File: config.mk
export PLATFORM = sky130hd
export DESIGN_NAME = crd_readback
export DESIGN_NICKNAME = d
export VERILOG_FILES = /design/src/rtl/crd_pkg.sv /design/src/rtl/crd_readback.sv /design/src/rtl/crd_char_slice.sv /design/src/rtl/crd_ddb_source.sv
export SDC_FILE = /design/constraint.sdc
export NUM_CORES = 1
export LEC_CHECK = 0
export BUFFER_PORTS_ARGS = -buffer_cell sky130_fd_sc_hd__buf_2
export CAP_MARGIN = 0
export CORE_UTILIZATION = 44
export DETAILED_ROUTE_END_ITERATION = 10
export PLACE_DENSITY_LB_ADDON = 0.25
export SLEW_MARGIN = 40
export SYNTH_ARGS = -nofsm -noshare
export SYNTH_HDL_FRONTEND = slang
export SYNTH_HIERARCHICAL = 1
export SYNTH_SLANG_ARGS = --single-unit
File: constraint.sdc
create_clock -name sys_clk -period 2.8 [get_ports sys_clk]
set_input_delay 0.14 -clock sys_clk [delete_from_list [all_inputs] [get_ports sys_clk]]
set_output_delay 0.14 -clock sys_clk [all_outputs]
set_load 0.03 [all_outputs]
File: src/rtl/crd_pkg.sv
package crd_pkg;

  // Widths of the command port, input values, returned words and descriptor position
  localparam int unsigned CRD_ADDR_W  = 16;
  localparam int unsigned CRD_BYTE_W  = 8;
  localparam int unsigned CRD_WORD_W  = 16;
  localparam int unsigned CRD_CHAR_W  = 10;
  localparam int unsigned CRD_ID_W    = 16;
  localparam int unsigned CRD_POS_W   = 3;

  // Command addresses; the upper byte is the command code
  localparam logic [15:0] CRD_BLUE_Y_HIGH_BITS         = 16'h7c00;
  localparam logic [15:0] CRD_EXTRA_X_HIGH_BITS        = 16'h7d00;
  localparam logic [15:0] CRD_EXTRA_Y_HIGH_BITS        = 16'h7e00;
  localparam logic [15:0] CRD_DESCRIPTOR_START_READ    = 16'ha100;
  localparam logic [15:0] CRD_DESCRIPTOR_CONTINUE_READ = 16'ha800;

  // Slice of a characteristic that is returned
  localparam int unsigned CRD_CHAR_MSB = 9;
  localparam int unsigned CRD_CHAR_LSB = 2;

  // Descriptor block layout, one position per returned byte
  localparam logic [2:0] CRD_POS_SUP_LO = 3'h0;
  localparam logic [2:0] CRD_POS_SUP_HI = 3'h1;
  localparam logic [2:0] CRD_POS_MOD_LO = 3'h2;
  localparam logic [2:0] CRD_POS_MOD_HI = 3'h3;
  localparam logic [2:0] CRD_POS_EXIT   = 3'h4;
  localparam logic [2:0] CRD_POS_DONE   = 3'h5;
  localparam logic [7:0] CRD_EXIT_CODE  = 8'hff;

  // Values after reset
  localparam logic [7:0] CRD_UPPER_BYTE = 8'h00;
  localparam logic [7:0] CRD_BYTE_RST   = 8'h00;
  localparam logic [2:0] CRD_POS_RST    = 3'h0;

  typedef enum logic [1:0] {
    CRD_ST_IDLE = 2'b00,
    CRD_ST_CHAR = 2'b01,
    CRD_ST_DDB  = 2'b11
  } crd_state_t;

  typedef enum logic [1:0] {
    CRD_SEL_BLUE_Y  = 2'b00,
    CRD_SEL_EXTRA_X = 2'b01,
    CRD_SEL_EXTRA_Y = 2'b10
  } crd_char_sel_t;

  // Command code match on the upper address byte
  function automatic logic crd_is_cmd(input logic [15:0] addr,
                                      input logic [15:0] code);
    crd_is_cmd = (addr[15:8] == code[15:8]);
  endfunction

endpackage

File: src/rtl/crd_readback.sv
`timescale 1ns/100ps
module crd_readback
  import crd_pkg::*;
(
  input  wire logic                  sys_clk,                // Clock
  input  wire logic                  sys_rst,                // Sync reset
  input  wire logic                  cmd_valid,              // Command strobe
  input  wire logic [CRD_ADDR_W-1:0] cmd_addr,               // Command addr
  input  wire logic                  rd_strobe,              // Parameter req
  input  wire logic [CRD_CHAR_W-1:0] blue_y_characteristic,  // Blue y value
  input  wire logic [CRD_CHAR_W-1:0] extra_x_characteristic, // Extra x value
  input  wire logic [CRD_CHAR_W-1:0] extra_y_characteristic, // Extra y value
  input  wire logic [CRD_ID_W-1:0]   supplier_identifier,    // Block supplier
  input  wire logic [CRD_ID_W-1:0]   module_identifier,      // Block module
  output logic      [CRD_WORD_W-1:0] rd_word,                // Returned word
  output logic                       rd_valid,               // Word pulse
  output logic                       rd_exit,                // Exit byte flag
  output logic                       read_armed,             // Read active
  output logic      [CRD_POS_W-1:0]  ddb_pos                 // Next byte pos
);

  crd_state_t            state;
  crd_state_t            next_state;
  crd_char_sel_t         char_sel;
  crd_char_sel_t         next_char_sel;
  logic                  hit_blue_y;
  logic                  hit_extra_x;
  logic                  hit_extra_y;
  logic                  hit_start;
  logic                  hit_cont;
  logic                  take_read;
  logic [CRD_BYTE_W-1:0] char_byte;
  logic [CRD_BYTE_W-1:0] ddb_byte;
  logic [CRD_BYTE_W-1:0] next_byte;

  // Command decode
  assign hit_blue_y  = cmd_valid && crd_is_cmd(cmd_addr, CRD_BLUE_Y_HIGH_BITS);
  assign hit_extra_x = cmd_valid
                       && crd_is_cmd(cmd_addr, CRD_EXTRA_X_HIGH_BITS);
  assign hit_extra_y = cmd_valid
                       && crd_is_cmd(cmd_addr, CRD_EXTRA_Y_HIGH_BITS);
  assign hit_start   = cmd_valid
                       && crd_is_cmd(cmd_addr, CRD_DESCRIPTOR_START_READ);
  assign hit_cont    = cmd_valid
                       && crd_is_cmd(cmd_addr, CRD_DESCRIPTOR_CONTINUE_READ);

  // A parameter is served only with no command in the same cycle
  assign take_read = rd_strobe && !cmd_valid && (state != CRD_ST_IDLE);

  // Next state and characteristic selection
  always_comb begin
    next_state    = state;
    next_char_sel = char_sel;
    if (cmd_valid) begin
      next_state = CRD_ST_IDLE;
      if (hit_blue_y) begin
        next_state    = CRD_ST_CHAR;
        next_char_sel = CRD_SEL_BLUE_Y;
      end else if (hit_extra_x) begin
        next_state    = CRD_ST_CHAR;
        next_char_sel = CRD_SEL_EXTRA_X;
      end else if (hit_extra_y) begin
        next_state    = CRD_ST_CHAR;
        next_char_sel = CRD_SEL_EXTRA_Y;
      end else if (hit_start || hit_cont) begin
        next_state = CRD_ST_DDB;
      end
    end
  end

  // Read state register
  always_ff @(posedge sys_clk) begin
    if (sys_rst) begin
      state      <= CRD_ST_IDLE;
      read_armed <= 1'b0;
    end else begin
      state      <= next_state;
      read_armed <= (next_state != CRD_ST_IDLE);
    end
  end

  // Characteristic selection register
  always_ff @(posedge sys_clk) begin
    if (sys_rst) begin
      char_sel <= CRD_SEL_BLUE_Y;
    end else begin
      char_sel <= next_char_sel;
    end
  end

  // Descriptor position, counts bytes already delivered, holds at CRD_POS_DONE
  always_ff @(posedge sys_clk) begin
    if (sys_rst) begin
      ddb_pos <= CRD_POS_RST;
    end else if (hit_start) begin
      ddb_pos <= CRD_POS_RST;
    end else if (take_read && state == CRD_ST_DDB
                 && ddb_pos != CRD_POS_DONE) begin
      ddb_pos <= ddb_pos + 3'h1;
    end
  end

  crd_char_slice u_char_slice (
    .blue_y_characteristic  (blue_y_characteristic),
    .extra_x_characteristic (extra_x_characteristic),
    .extra_y_characteristic (extra_y_characteristic),
    .sel                    (char_sel),
    .high_bits              (char_byte)
  );

  crd_ddb_source u_ddb_source (
    .supplier_identifier (supplier_identifier),
    .module_identifier   (module_identifier),
    .pos                 (ddb_pos),
    .ddb_byte            (ddb_byte)
  );

  assign next_byte = (state == CRD_ST_DDB) ? ddb_byte : char_byte;

  // Returned parameter word
  always_ff @(posedge sys_clk) begin
    if (sys_rst) begin
      rd_word  <= {CRD_UPPER_BYTE, CRD_BYTE_RST};
      rd_valid <= 1'b0;
      rd_exit  <= 1'b0;
    end else begin
      rd_valid <= take_read;
      if (take_read) begin
        rd_word <= {CRD_UPPER_BYTE, next_byte};
        rd_exit <= (state == CRD_ST_DDB) && (ddb_pos >= CRD_POS_EXIT);
      end else begin
        rd_exit <= 1'b0;
      end
    end
  end

endmodule

File: src/rtl/crd_char_slice.sv
`timescale 1ns/100ps
module crd_char_slice
  import crd_pkg::*;
(
  input  wire logic [CRD_CHAR_W-1:0] blue_y_characteristic,  // Blue y
  input  wire logic [CRD_CHAR_W-1:0] extra_x_characteristic, // Extra x
  input  wire logic [CRD_CHAR_W-1:0] extra_y_characteristic, // Extra y
  input  wire crd_char_sel_t         sel,                    // Selection
  output logic      [CRD_BYTE_W-1:0] high_bits               // Bits 9..2
);

  // Upper eight bits, bit 9 lands in bit 7
  always_comb begin
    case (sel)
      CRD_SEL_BLUE_Y: begin
        high_bits = blue_y_characteristic[CRD_CHAR_MSB:CRD_CHAR_LSB];
      end
      CRD_SEL_EXTRA_X: begin
        high_bits = extra_x_characteristic[CRD_CHAR_MSB:CRD_CHAR_LSB];
      end
      CRD_SEL_EXTRA_Y: begin
        high_bits = extra_y_characteristic[CRD_CHAR_MSB:CRD_CHAR_LSB];
      end
      default: begin
        high_bits = CRD_BYTE_RST;
      end
    endcase
  end

endmodule

File: src/rtl/crd_ddb_source.sv
`timescale 1ns/100ps
module crd_ddb_source
  import crd_pkg::*;
(
  input  wire logic [CRD_ID_W-1:0]   supplier_identifier, // Block supplier
  input  wire logic [CRD_ID_W-1:0]   module_identifier,   // Block module
  input  wire logic [CRD_POS_W-1:0]  pos,                 // Byte position
  output logic      [CRD_BYTE_W-1:0] ddb_byte             // Byte at pos
);

  always_comb begin
    case (pos)
      CRD_POS_SUP_LO: ddb_byte = supplier_identifier[7:0];
      CRD_POS_SUP_HI: ddb_byte = supplier_identifier[15:8];
      CRD_POS_MOD_LO: ddb_byte = module_identifier[7:0];
      CRD_POS_MOD_HI: ddb_byte = module_identifier[15:8];
      default:        ddb_byte = CRD_EXIT_CODE;
    endcase
  end

endmodule

* Word level (Yosys, flattened, before mapping)
Cells that the tools add are included.
Storage, ports and cells: bits in latches 0, output and inout bits 22, register bits after elaboration 18, memories kept 0, memory bits (writable) 0, word-level logic and storage cells 53, memory bits (read-only) 0, bits of input ports 82
Cells by class: bitwise operators 1, shift-type cells 0, muxes and demuxes 11, multiply operators 0, divide/modulo/power cells 0, equality and inequality tests 12, reduce and logical (&&, ||, !) cells 20, add/subtract/negate cells 1, magnitude comparators 1
Operators by type and width (count):
- 8-bit case mux with 4 select lines | 1
- 8-bit by 7-bit == test with 1-bit output (second input constant) | 3
- 8-bit case mux with 3 select lines | 1
- 8-bit == test (second input constant) | 2
- 2-bit 2-to-1 mux | 8
- 1-bit logical AND | 10
- 8-bit 2-to-1 mux | 1
- 3-bit by 2-bit == test with 1-bit output (second input constant) | 2
- 2-bit == test (second input constant) | 2
- 2-bit nonzero test | 2
- 2-bit OR reduction | 2
- 3-bit by 1-bit adder with 3-bit output (second input constant) | 1
- 3-bit by 1-bit == test with 1-bit output (second input constant) | 1
- 3-bit greater-or-equal comparator (second input constant) | 1
- 3-bit logical NOT | 1
- 3-bit != test (second input constant) | 1
- 3-bit nonzero test | 1
- 2-bit by 1-bit == test with 1-bit output (second input constant) | 1
- 2-bit logical NOT | 1
- 2-bit AND reduction | 1
- 1-bit logical NOT | 1
- 1-bit logical OR | 1
- 1-bit inverter | 1

* Longest topological paths before layout
Gate-level depths: netlist (run 1).
depth after elaboration 9, mapped depth 6, gate-level depth less buffers 5

* Cells and area by module
The synthesis (run 1) kept the hierarchy.
By module, submodules not included:
- crd_readback | seq. area each 360.3 um^2, area an instance 940.9 um^2, cells an instance 111, times used 1
- crd_ddb_source | seq. area each 0.0 um^2, area an instance 265.3 um^2, cells an instance 29, times used 1
- crd_char_slice | seq. area each 0.0 um^2, area an instance 197.7 um^2, cells an instance 20, times used 1

* Least setup slack after synthesis (run 1)
Ideal clock, no wire load.
path type register -> register, start point reg ddb_pos[0], end point reg rd_word[0], cell stages (with the launch flop) 7, required time 2709 ps, setup time 91 ps, period minus slack after synthesis 1532 ps, slack 1268 ps, arrival time 1441 ps, path buffers 2, cell sequence dfxtp_1 > buf_6 > buf_12 > mux2i_1 > a22oi_1 > nand3_1 > a311oi_1
Between the ends: longest elaborated chain between the ends 3, elaborated cells between the ends (all ways) 6, classes of those cells eq/ne: 3; mux: 2; reduce/logical: 1
Ends and longest elaborated chain:
- start, declared | RTL line crd_readback.sv:19 | output logic [CRD_POS_W-1:0] ddb_pos
- start signal, assigned | RTL line crd_readback.sv:99 | ddb_pos <= ddb_pos + 3'h1;
- 3-bit by 2-bit == test with 1-bit output, or another cell as far along | RTL line crd_ddb_source.sv:12 | case (pos)
- 8-bit case mux with 4 select lines * | RTL line crd_ddb_source.sv:12
- named net ddb_byte[0] | RTL line crd_readback.sv:33 | logic [CRD_BYTE_W-1:0] ddb_byte;
- 8-bit 2-to-1 mux * | RTL line crd_readback.sv:118 | assign next_byte = (state == CRD_ST_DDB) ? ddb_byte : char_byte;
- end signal, assigned | RTL line crd_readback.sv:123 | rd_word <= {CRD_UPPER_BYTE, CRD_BYTE_RST};
- end signal, assigned | RTL line crd_readback.sv:129 | rd_word <= {CRD_UPPER_BYTE, next_byte};
- end, declared | RTL line crd_readback.sv:15 | output logic [CRD_WORD_W-1:0] rd_word,
The timed path passes the listed nets; every way through them passes the cells marked *. A chain may end at the register's enable or synchronous reset.

* Worst setup path after layout (run 1)
start point reg state[0], end point reg rd_word[6]
Between the ends: longest elaborated chain between the ends 2, elaborated cells between the ends (all ways) 4, classes of those cells eq/ne: 1; mux: 1; reduce/logical: 2
Ends and longest elaborated chain:
- start, declared | RTL line crd_readback.sv:22 | crd_state_t state;
- start signal, assigned | RTL line crd_readback.sv:77 | state <= next_state;
- 2-bit == test or 2-bit nonzero test (tied branches) | RTL line crd_readback.sv:118, crd_readback.sv:48
- 8-bit 2-to-1 mux or 1-bit logical AND (tied branches) | RTL line crd_readback.sv:118, crd_readback.sv:48
Parallel ways exist; a longest one is shown, timed or not.

==> results of run 1 <==
cell families after synthesis:
logic type,count (synthesis),synth area share (%)
muxes,24,17.1
adders and majority gates,2,1.78
xor gates and xnor gates,1,0.624
DFF,18,25.7
AOI/OAI and AO/OA,44,23.3
buffers and inverters,24,12.2
other,1,0.267
and+or+nand+nor,46,19.1
area by class of cell:
| class | instances | share of cell area (%) |
|---|---|---|
| clock buffer | 4 | 2.04 |
| multi-input combinational | 125 | 50.5 |
| tap | 44 | 3.10 |
| sequential | 18 | 20.3 |
| inverter | 4 | 0.844 |
| timing repair buffer | 82 | 23.2 |
layer usage:
layer | vias to the layer above | global-route usage (%)
met5 | - | 0
met4 | 0 | 5.10
met3 | 0 | 5.05
met2 | 47 | 32.8
met1 | 663 | 22.1
li1 | 741 | -
per-stage QoR:
stage                     power [uW]  cells
after global placement           367    273
after floorplan                  322    167
final                            523    277
after global routing             550    277
after detailed placement         368    273
after CTS                        527    277
cells in the final DEF (no fill, tap or decap), types with 3 or more instances in the layout:
master / netlist / routed
o2bb2ai_1: 8 / 8
a22oi_1: 8 / 8
dfxtp_1: 18 / 18
buf_2: 4 / 81
a311oi_1: 8 / 8
nor2_1: 3 / 3
nand2_1: 14 / 14
or3_1: 3 / 3
a21oi_1: 12 / 12
clkbuf_4: 0 / 3
mux2i_1: 24 / 24
conb_1: 1 / 8
nand3_1: 9 / 9
inv_1: 4 / 4
registers in the layout (all words and copies together) (netlist names):
register and flops:
rd_exit 1, read_armed 1, state 2, ddb_pos 3, rd_word 8, char_sel 2
rd_valid 1
path summary, 6_finish.rpt:
path / end / slack [ps] / cells past startpoint
worst min register to register: rd_word[0] / 520 / 2
worst min-delay path: state[1] / 160 / 4
worst max-delay path: rd_word[6] / 1230 / 3
worst max register to register: rd_word[6] / 1230 / 3
power groups by stage:
| stage | combinational [uW] | clock [uW] | sequential, uW |
|---|---|---|---|
| 2_1_floorplan | 58.5 | 0 | 264 |
| 3_3_place_gp | 103 | 0 | 264 |
| 3_5_place_dp | 104 | 0 | 264 |
| 4_1_cts | 105 | 165 | 258 |
| 5_1_grt | 114 | 178 | 258 |
| 6_report | 104 | 161 | 258 |
worst reg2reg max path: stages, from the launching register on:
cell      delay, ps
dfxtp_1         550
or2_1           380
and2_1          360
a311oi_1        150
==> key figures, run 1 <==
Run status
  – Status: finished, final reports clean

Clock tree
  – CTS Sinks: 18
  – Total CTS buffers: 3
  – CTS tree: done
  – H-tree depth: 1
  – Post-CTS sizing: 0
  – Post-CTS Setup Bufs: 0
  – Worst-skew pair later-pin latency: slightly below 300 ps
  – Clock transition at path regs: about 100 ps
  – CTS Hold Bufs: 0
  – Max Root-Sink Buffers: 2
  – Root buffer cell: clkbuf_4

Timing
  – Setup WS post-layout: roughly 1200 ps
  – RSZ-0062 raised after global routing: false
  – Tcrit/Tclk final: between 50% and 60%
  – Rel. slew slack: a little under three fifths
  – Setup Viol. Count Final: 0
  – Slew @ Worst Pin: approximately 660 ps
  – FMAX: 639 MHz
  – Worst hold slack: roughly 160 ps
  – Final Max Tran Viols: 0
  – Final number of hold-violating endpoints: 0
  – Final setup skew: slightly above 2 ps
  – Fin crit period: ~1600 ps
  – Final setup TNS: 0 ps

Worst setup path
  – CP startpoint: state[0]
  – Worst-path cell chain: or2_1, and2_1, a311oi_1
  – Crit path max fanout: 12
  – Critical path's slowest cell: dfxtp_1
  – Critical path's top delay family: simple AND/OR/NAND/NOR gates
  – Crit path kind: register to register
  – Critical path data required time: 2970 ps
  – Worst setup SP type: register
  – CP Data Arrival Time: approximately 1700 ps
  – CP Capture Type: register
  – R2R Path Start: state[0]
  – CP peak stage delay: 550 ps
  – WP buf/inv: 0

Yosys
  – Cell accounting for the most synthesized area: dfxtp_1
  – Seq/Total Area, Yosys: about a quarter
  – Post-synthesis cell area: roughly 0.0014 sq mm
  – Synth top area share: 25.7%
  – Top cells by area, synth: dfxtp_1, mux2i_1, a311oi_1
  – Ys flop type: dfxtp_1
  – Syn Inst Count: 160
  – EDFF count, synth: 0
  – Ys async rst share: 0%
  – Count leader, synth: mux2i_1
  – Commonest cells in the netlist: mux2i_1, dfxtp_1, nand2_1, a21oi_1, nand3_1
  – Synth unique cells: 39
  – YS warnings: 6
  – Seq cells post-synth: 18
  – Mean Syn Cell Area: about 8.8 sq um

Final layout
  – Register area: between 300 and 400 sq um
  – Nets@finish: around 320
  – Filler cell count: between 200 and 300
  – Antenna cells: 0
  – Final core occ: 58.7%
  – Synthesis-to-layout area growth: 26.6%
  – Design area: 0.00178 sq mm
  – Fraction of layout instances using a drive strength above 1: between 30% and 40%
  – Area of the multi-input gates: ~900 sq um

Global route
  – Global-route wire length before repair: ~5.0 mm
  – GRT Util Overall: between 15 and 20%
  – Total gr overflow: 0
  – Initial antenna violation count: 0
  – Maximum number of pins on one net before global-route repair: 22
  – Vias in the first global route: 1235

Routing
  – Met1 Wirelength: around 1.4 mm
  – Met2 routed WL: roughly 1.7 mm
  – DRT iter0 DRCs: 31
  – Via count: about 1500
  – Top Layer Used: met3
  – Drt pass-1 iters: 5
  – Via density: between 5 and 6
  – WL final: between 3 and 4 mm
  – Final ANT Viol Nets: 0
  – Routed len/inst: around 12 um
  – Met3 WL post-DR: around 170 um
  – DRC viols: 0

Placed design
  – Placed Area: ~0.0017 sq mm
  – Pre-CTS WS: roughly 1300 ps
  – GP Congestion: about 0.74
  – Port bufs: 81
  – Post-DP HPWL: around 2.6 mm

Floorplanning
  – Effective utilization at floorplan: a little under half
  – I/O pin cnt: approximately 100
  – Die height: 58.5 um
  – Die X: just under 60 um
  – # rows: 20
  – Die ar.: ~0.0034 sq mm
  – CORE AREA: slightly above 0.003 sq mm

Worst hold path
  – Hold WC Path Type: primary input to register
  – Min-delay src: cmd_addr[14]

Power and ir drop
  – Switch Pwr: ~140 uW
  – Logic pwr share: 19.9%
  – Maximum vdd drop: roughly 260 uV
  – Sequential Power Share: about 49%
  – Clk pwr share: between 30% and 40%
  – LEAKAGE: around 0.00076 uW
  – Int Pwr: just under 400 uW
  – Cell area power density: around 290 mW/mm^2
  – Switching share of power: about a quarter

Job
  – MaxCap Viol Count: 0
Note: power is estimated with default switching activity, not from simulation.
==> run 2, diff against run 1 <==
CORE_UTILIZATION = 40   (was 44)
clock period = 1.55 ns   (was 2.8 ns; I/O delays follow)
==> key figures, run 2 (synthesized netlist as in run 1, its figures left out) <==
Routing
  – DRT iter0 DRCs: between 40 and 50
  – Via density: slightly above 5
  – Final ANT Viol Nets: 0
  – DRC viols: 0
  – WL final: 3.32 mm
  – Drt pass-1 iters: 4
  – Routed len/inst: between 10 and 15 um
  – Via count: ~1500

Clock tree
  – H-tree depth: 1
  – Total CTS buffers: 3
  – Root buffer cell: clkbuf_4
  – Clock transition at path regs: 110 ps
  – CTS Sinks: 18
  – Max Root-Sink Buffers: 2
  – CTS tree: done
  – Worst-skew pair later-pin latency: about 290 ps

Worst setup path
  – CP peak stage delay: roughly 420 ps
  – CP Data Arrival Time: 1570 ps
  – Crit path max fanout: 16
  – Critical path's slowest cell: dfxtp_1
  – CP Capture Type: register
  – Worst setup SP type: register
  – Critical path data required time: about 1800 ps
  – Worst-path cell chain: buf_12, mux2i_1, a22oi_1, nand3_1, a311oi_1
  – Crit path kind: register to register

Floorplanning
  – Die X: roughly 61 um
  – I/O pin cnt: between 100 and 150
  – Effective utilization at floorplan: approximately 42%
  – CORE AREA: around 0.0033 sq mm
  – # rows: 21
  – Die height: 61.2 um
  – Die ar.: ~0.0038 sq mm

Final layout
  – Max FFs per register: 8
  – Commonest non-fill, non-tap cell in the layout: buf_2
  – Most frequent cells in the layout: buf_2, mux2i_1, dfxtp_1
  – Largest Register: rd_word
  – Filler cell count: about 340
  – Largest regs: rd_word: 8 flops, ddb_pos: 3 flops
  – Synthesis-to-layout area growth: 31.1%
  – Antenna cells: 0
  – Fraction of layout instances using a drive strength above 1: between 40% and 50%
  – Nets@finish: roughly 320

Timing
  – Worst hold slack: approximately 90 ps
  – Final setup TNS: 0 ps
  – Setup Viol. Count Final: 0
  – Setup WS post-layout: approximately 180 ps
  – Slew @ Worst Pin: slightly above 500 ps
  – Fin crit period: ~1400 ps
  – Final setup skew: slightly below 9 ps
  – Tcrit/Tclk final: 88.2%
  – Rel. slew slack: 65.8%
  – FMAX: 732 MHz
  – Final Max Tran Viols: 0
  – RSZ-0062 raised after global routing: false
  – Final number of hold-violating endpoints: 0

Global route
  – Total gr overflow: 0
  – Initial antenna violation count: 0
  – Maximum number of pins on one net before global-route repair: 17
  – GRT met1 Usage: 22.3%
  – Vias in the first global route: approximately 1300
  – Global Route met2 Usage: between 30% and 40%
  – Gr busiest metal: met2
  – GRT Util Overall: approximately 18%
  – Global-route wire length before repair: ~5.2 mm
  – Global-route track usage on met3: ~4.8%

Power and ir drop
  – LEAKAGE: 0.000796 uW
  – Maximum vdd drop: 381 uV
  – Cell area power density: 511 mW/mm^2

Worst hold path
  – Hold WC Path Type: primary input to register

Placed design
  – Port bufs: slightly above 80
  – Post-DP HPWL: 2.73 mm
  – GP Congestion: between 0.7 and 0.8
  – Pre-CTS WS: around 120 ps

Run status
  – Status: finished, final reports clean

Job
  – MaxCap Viol Count: 0
run 2: worst paths after layout:
check / endpoint / slack, ps / cells past startpoint / from
worst min register to register: rd_word[4] / 520 / 2 / rd_word[4]
worst max register to register: rd_word[3] / 180 / 5 / ddb_pos[0]
worst max-delay path: rd_word[3] / 180 / 5 / ddb_pos[0]
worst min-delay path: state[1] / 90 / 4 / cmd_addr[14]
run 2: power by group:
part           total, uW  switching [uW]  internal [uW]
logic                193            97.5           95.8
clock network        283             140            143
registers            465            1.44            464
run 2: through the flow:
stage	std cells	area (sq um)	util [%]	power, uW
after floorplan	167	1430	-	582
after global placement	281	1800	54.0	666
after detailed placement	281	1800	54.0	669
after CTS	285	1840	55.1	954
after global routing	285	1840	55.2	1000
final	285	1840	55.2	941
run 2: routing by layer:
metal	up-vias	share of wire [%]	wire (um)
met4	0	0.81	27
met1	672	43	1440
met5	-	0	0
met2	45	51	1680
met3	4	5.2	174
li1	753	-	-
run 2: layout make-up:
| cell class | count | area [sq um] | share of cell area [%] |
|---|---|---|---|
| Sequential cell | 18 | 363 | 19.7 |
| Tap cell | 46 | 57.6 | 3.13 |
| Clock buffer | 4 | 36.3 | 1.97 |
| Inverter | 4 | 15.0 | 0.816 |
| Multi-Input combinational cell | 125 | 898 | 48.8 |
| Timing Repair Buffer | 88 | 470 | 25.6 |
run 2: critical path, delay by kind of cell (launching register included):
family / cells / cell delay, ps
AO/OA/AOI/OAI: 2 / 450
AND/OR/NAND/NOR: 1 / 120
buffers and inverters: 1 / 190
multiplexers: 1 / 90
flip-flops: 1 / 420
run 2: repair_timing:
action	CTS	global route
setup buffers	0	0
gates resized for setup	0	2
hold buffers	0	0
setup endpoints to repair	0	9
==> run 3, diff against run 2 <==
RECOVER_POWER = 25   (was default)
==> key figures, run 3 (synthesized netlist as in run 1, its figures left out) <==
Floorplanning
  – Effective utilization at floorplan: about 42%
  – I/O pin cnt: roughly 100
  – Die height: ~61 um
  – # rows: 21
  – Die X: about 60 um
  – CORE AREA: 0.00334 sq mm
  – Die ar.: 0.00375 sq mm

Final layout
  – Largest Register: rd_word
  – Final core occ: a little over half
  – Most frequent cells in the layout: buf_2, mux2i_1, dfxtp_1
  – Fraction of layout instances using a drive strength above 1: between 30% and 40%
  – Antenna cells: 0
  – Largest regs: rd_word: 8 flops, ddb_pos: 3 flops
  – Max FFs per register: 8
  – Synthesis-to-layout area growth: 29.9%
  – Nets@finish: between 300 and 400
  – Commonest non-fill, non-tap cell in the layout: buf_2

Worst hold path
  – Hold WC Path Type: primary input to register

Timing
  – Final setup TNS: 0 ps
  – Setup Viol. Count Final: 0
  – Final setup skew: just under 9 ps
  – Final Max Tran Viols: 0
  – Fin crit period: 1370 ps
  – Final number of hold-violating endpoints: 0
  – RSZ-0062 raised after global routing: false
  – Slew @ Worst Pin: 512 ps
  – Rel. slew slack: between 60% and 70%
  – Tcrit/Tclk final: roughly nine tenths
  – FMAX: 730 MHz

Worst setup path
  – WP depth: 5
  – R2R Path Start: ddb_pos[0]
  – Crit path kind: register to register
  – Reg-to-reg slack, setup: 180 ps
  – CP startpoint: ddb_pos[0]
  – R2r worst-path depth: 5
  – Critical path's top delay family: compound AO/OA/AOI/OAI gates
  – Crit Reg-Reg Endpoint: rd_word[3]
  – Critical path's slowest cell: dfxtp_1
  – WP buf/inv: 1
  – Worst-path cell chain: buf_12, mux2i_1, a22oi_1, nand3_1, a311oi_1
  – CP Data Arrival Time: between 1500 and 2000 ps
  – Crit path max fanout: 16
  – CP Capture Type: register
  – CP peak stage delay: approximately 420 ps
  – Crit path to: rd_word[3]
  – Critical path data required time: 1750 ps
  – Worst setup SP type: register

Clock tree
  – Root buffer cell: clkbuf_4
  – Worst-skew pair later-pin latency: 290 ps
  – Max Root-Sink Buffers: 2
  – Total CTS buffers: 3
  – Post-CTS Setup Bufs: 0
  – CTS tree: done
  – Clock transition at path regs: 110 ps
  – H-tree depth: 1
  – CTS Sinks: 18

Global route
  – Vias in the first global route: 1260
  – Global-route wire length before repair: approximately 5.2 mm
  – Initial antenna violation count: 0
  – Total gr overflow: 0
  – GRT Util Overall: a little under a fifth
  – Maximum number of pins on one net before global-route repair: 17

Routing
  – Final ANT Viol Nets: 0
  – Via count: 1470
  – Routed len/inst: around 12 um
  – DRT iter0 DRCs: 51
  – Via density: about 5.2
  – DRC viols: 0
  – Drt pass-1 iters: 4
  – WL final: roughly 3.3 mm

Power and ir drop
  – Maximum vdd drop: between 300 and 400 uV
  – LEAKAGE: just under 0.0008 uW
  – Cell area power density: 515 mW/mm^2
  – Pwr Total: 939 uW

Placed design
  – Post-DP HPWL: around 2.7 mm
  – Port bufs: 81
  – GP Congestion: just under 0.8

Run status
  – Status: finished, final reports clean

Job
  – MaxCap Viol Count: 0
==> run 3: changes by cell type in the layout (fill, tap and decap cells not counted), sizes merged <==
cell / previous run / this run
buf: 88 / 84
clkbuf: 4 / 8
==> run 3: routing by layer <==
layer | wire (um) | global-route usage [%]
met1 | 1420 | 22.3
met2 | 1680 | 32.5
met3 | 174 | 4.83
met4 | 27 | 3.90
met5 | 0 | 0
==> run 3: worst reg2reg max path, stage by stage (launching register included) <==
cell	delay [ps]
dfxtp_1	420
buf_12	190
mux2i_1	90
a22oi_1	200
nand3_1	120
a311oi_1	250
==> run 3: cell type report <==
class,instances,area (sq um)
clock buffers,4,36.3
fillers,343,1510
inverters,4,15.0
multi-input cells,125,887
flip-flops and latches,18,363
well taps,46,57.6
repair buffers,88,465
==> run 3: worst min path at each step <==
stage / slack [ps] / startpoint / end / cells after the start
after floorplan: 150 / sys_rst / rd_exit / 1
after global placement: 400 / cmd_addr[9] / char_sel[1] / 2
after detailed placement: 410 / cmd_addr[14] / state[1] / 4
after CTS: 80 / cmd_addr[14] / state[1] / 4
after global routing: 90 / cmd_addr[9] / char_sel[1] / 2
final: 90 / cmd_addr[14] / state[1] / 4
==> run 3: per-stage QoR <==
stage / hold slack, ps / std cells / worst slack [ps] / area, sq um
2_1_floorplan: 154 / 167 / 17.8 / 1430
3_3_place_gp: 402 / 281 / 140 / 1800
3_5_place_dp: 405 / 281 / 121 / 1800
4_1_cts: 82.5 / 285 / 78.1 / 1840
5_1_grt: 94.3 / 285 / 23.8 / 1820
6_report: 90.4 / 285 / 180 / 1820
==> run 3: what timing repair did <==
item | 4_1_cts | 5_1_grt
setup endpoints to repair | 0 | 9
hold buffers | 0 | 0
hold endpoints to repair | 0 | 0
gates resized for setup | 0 | 2
==> run 3: power by group <==
group | switching [uW] | leakage [uW] | internal (uW)
clock network | 140 | 0.0000210 | 143
logic | 96.0 | 0.000605 | 95.2
registers | 1.44 | 0.000146 | 464
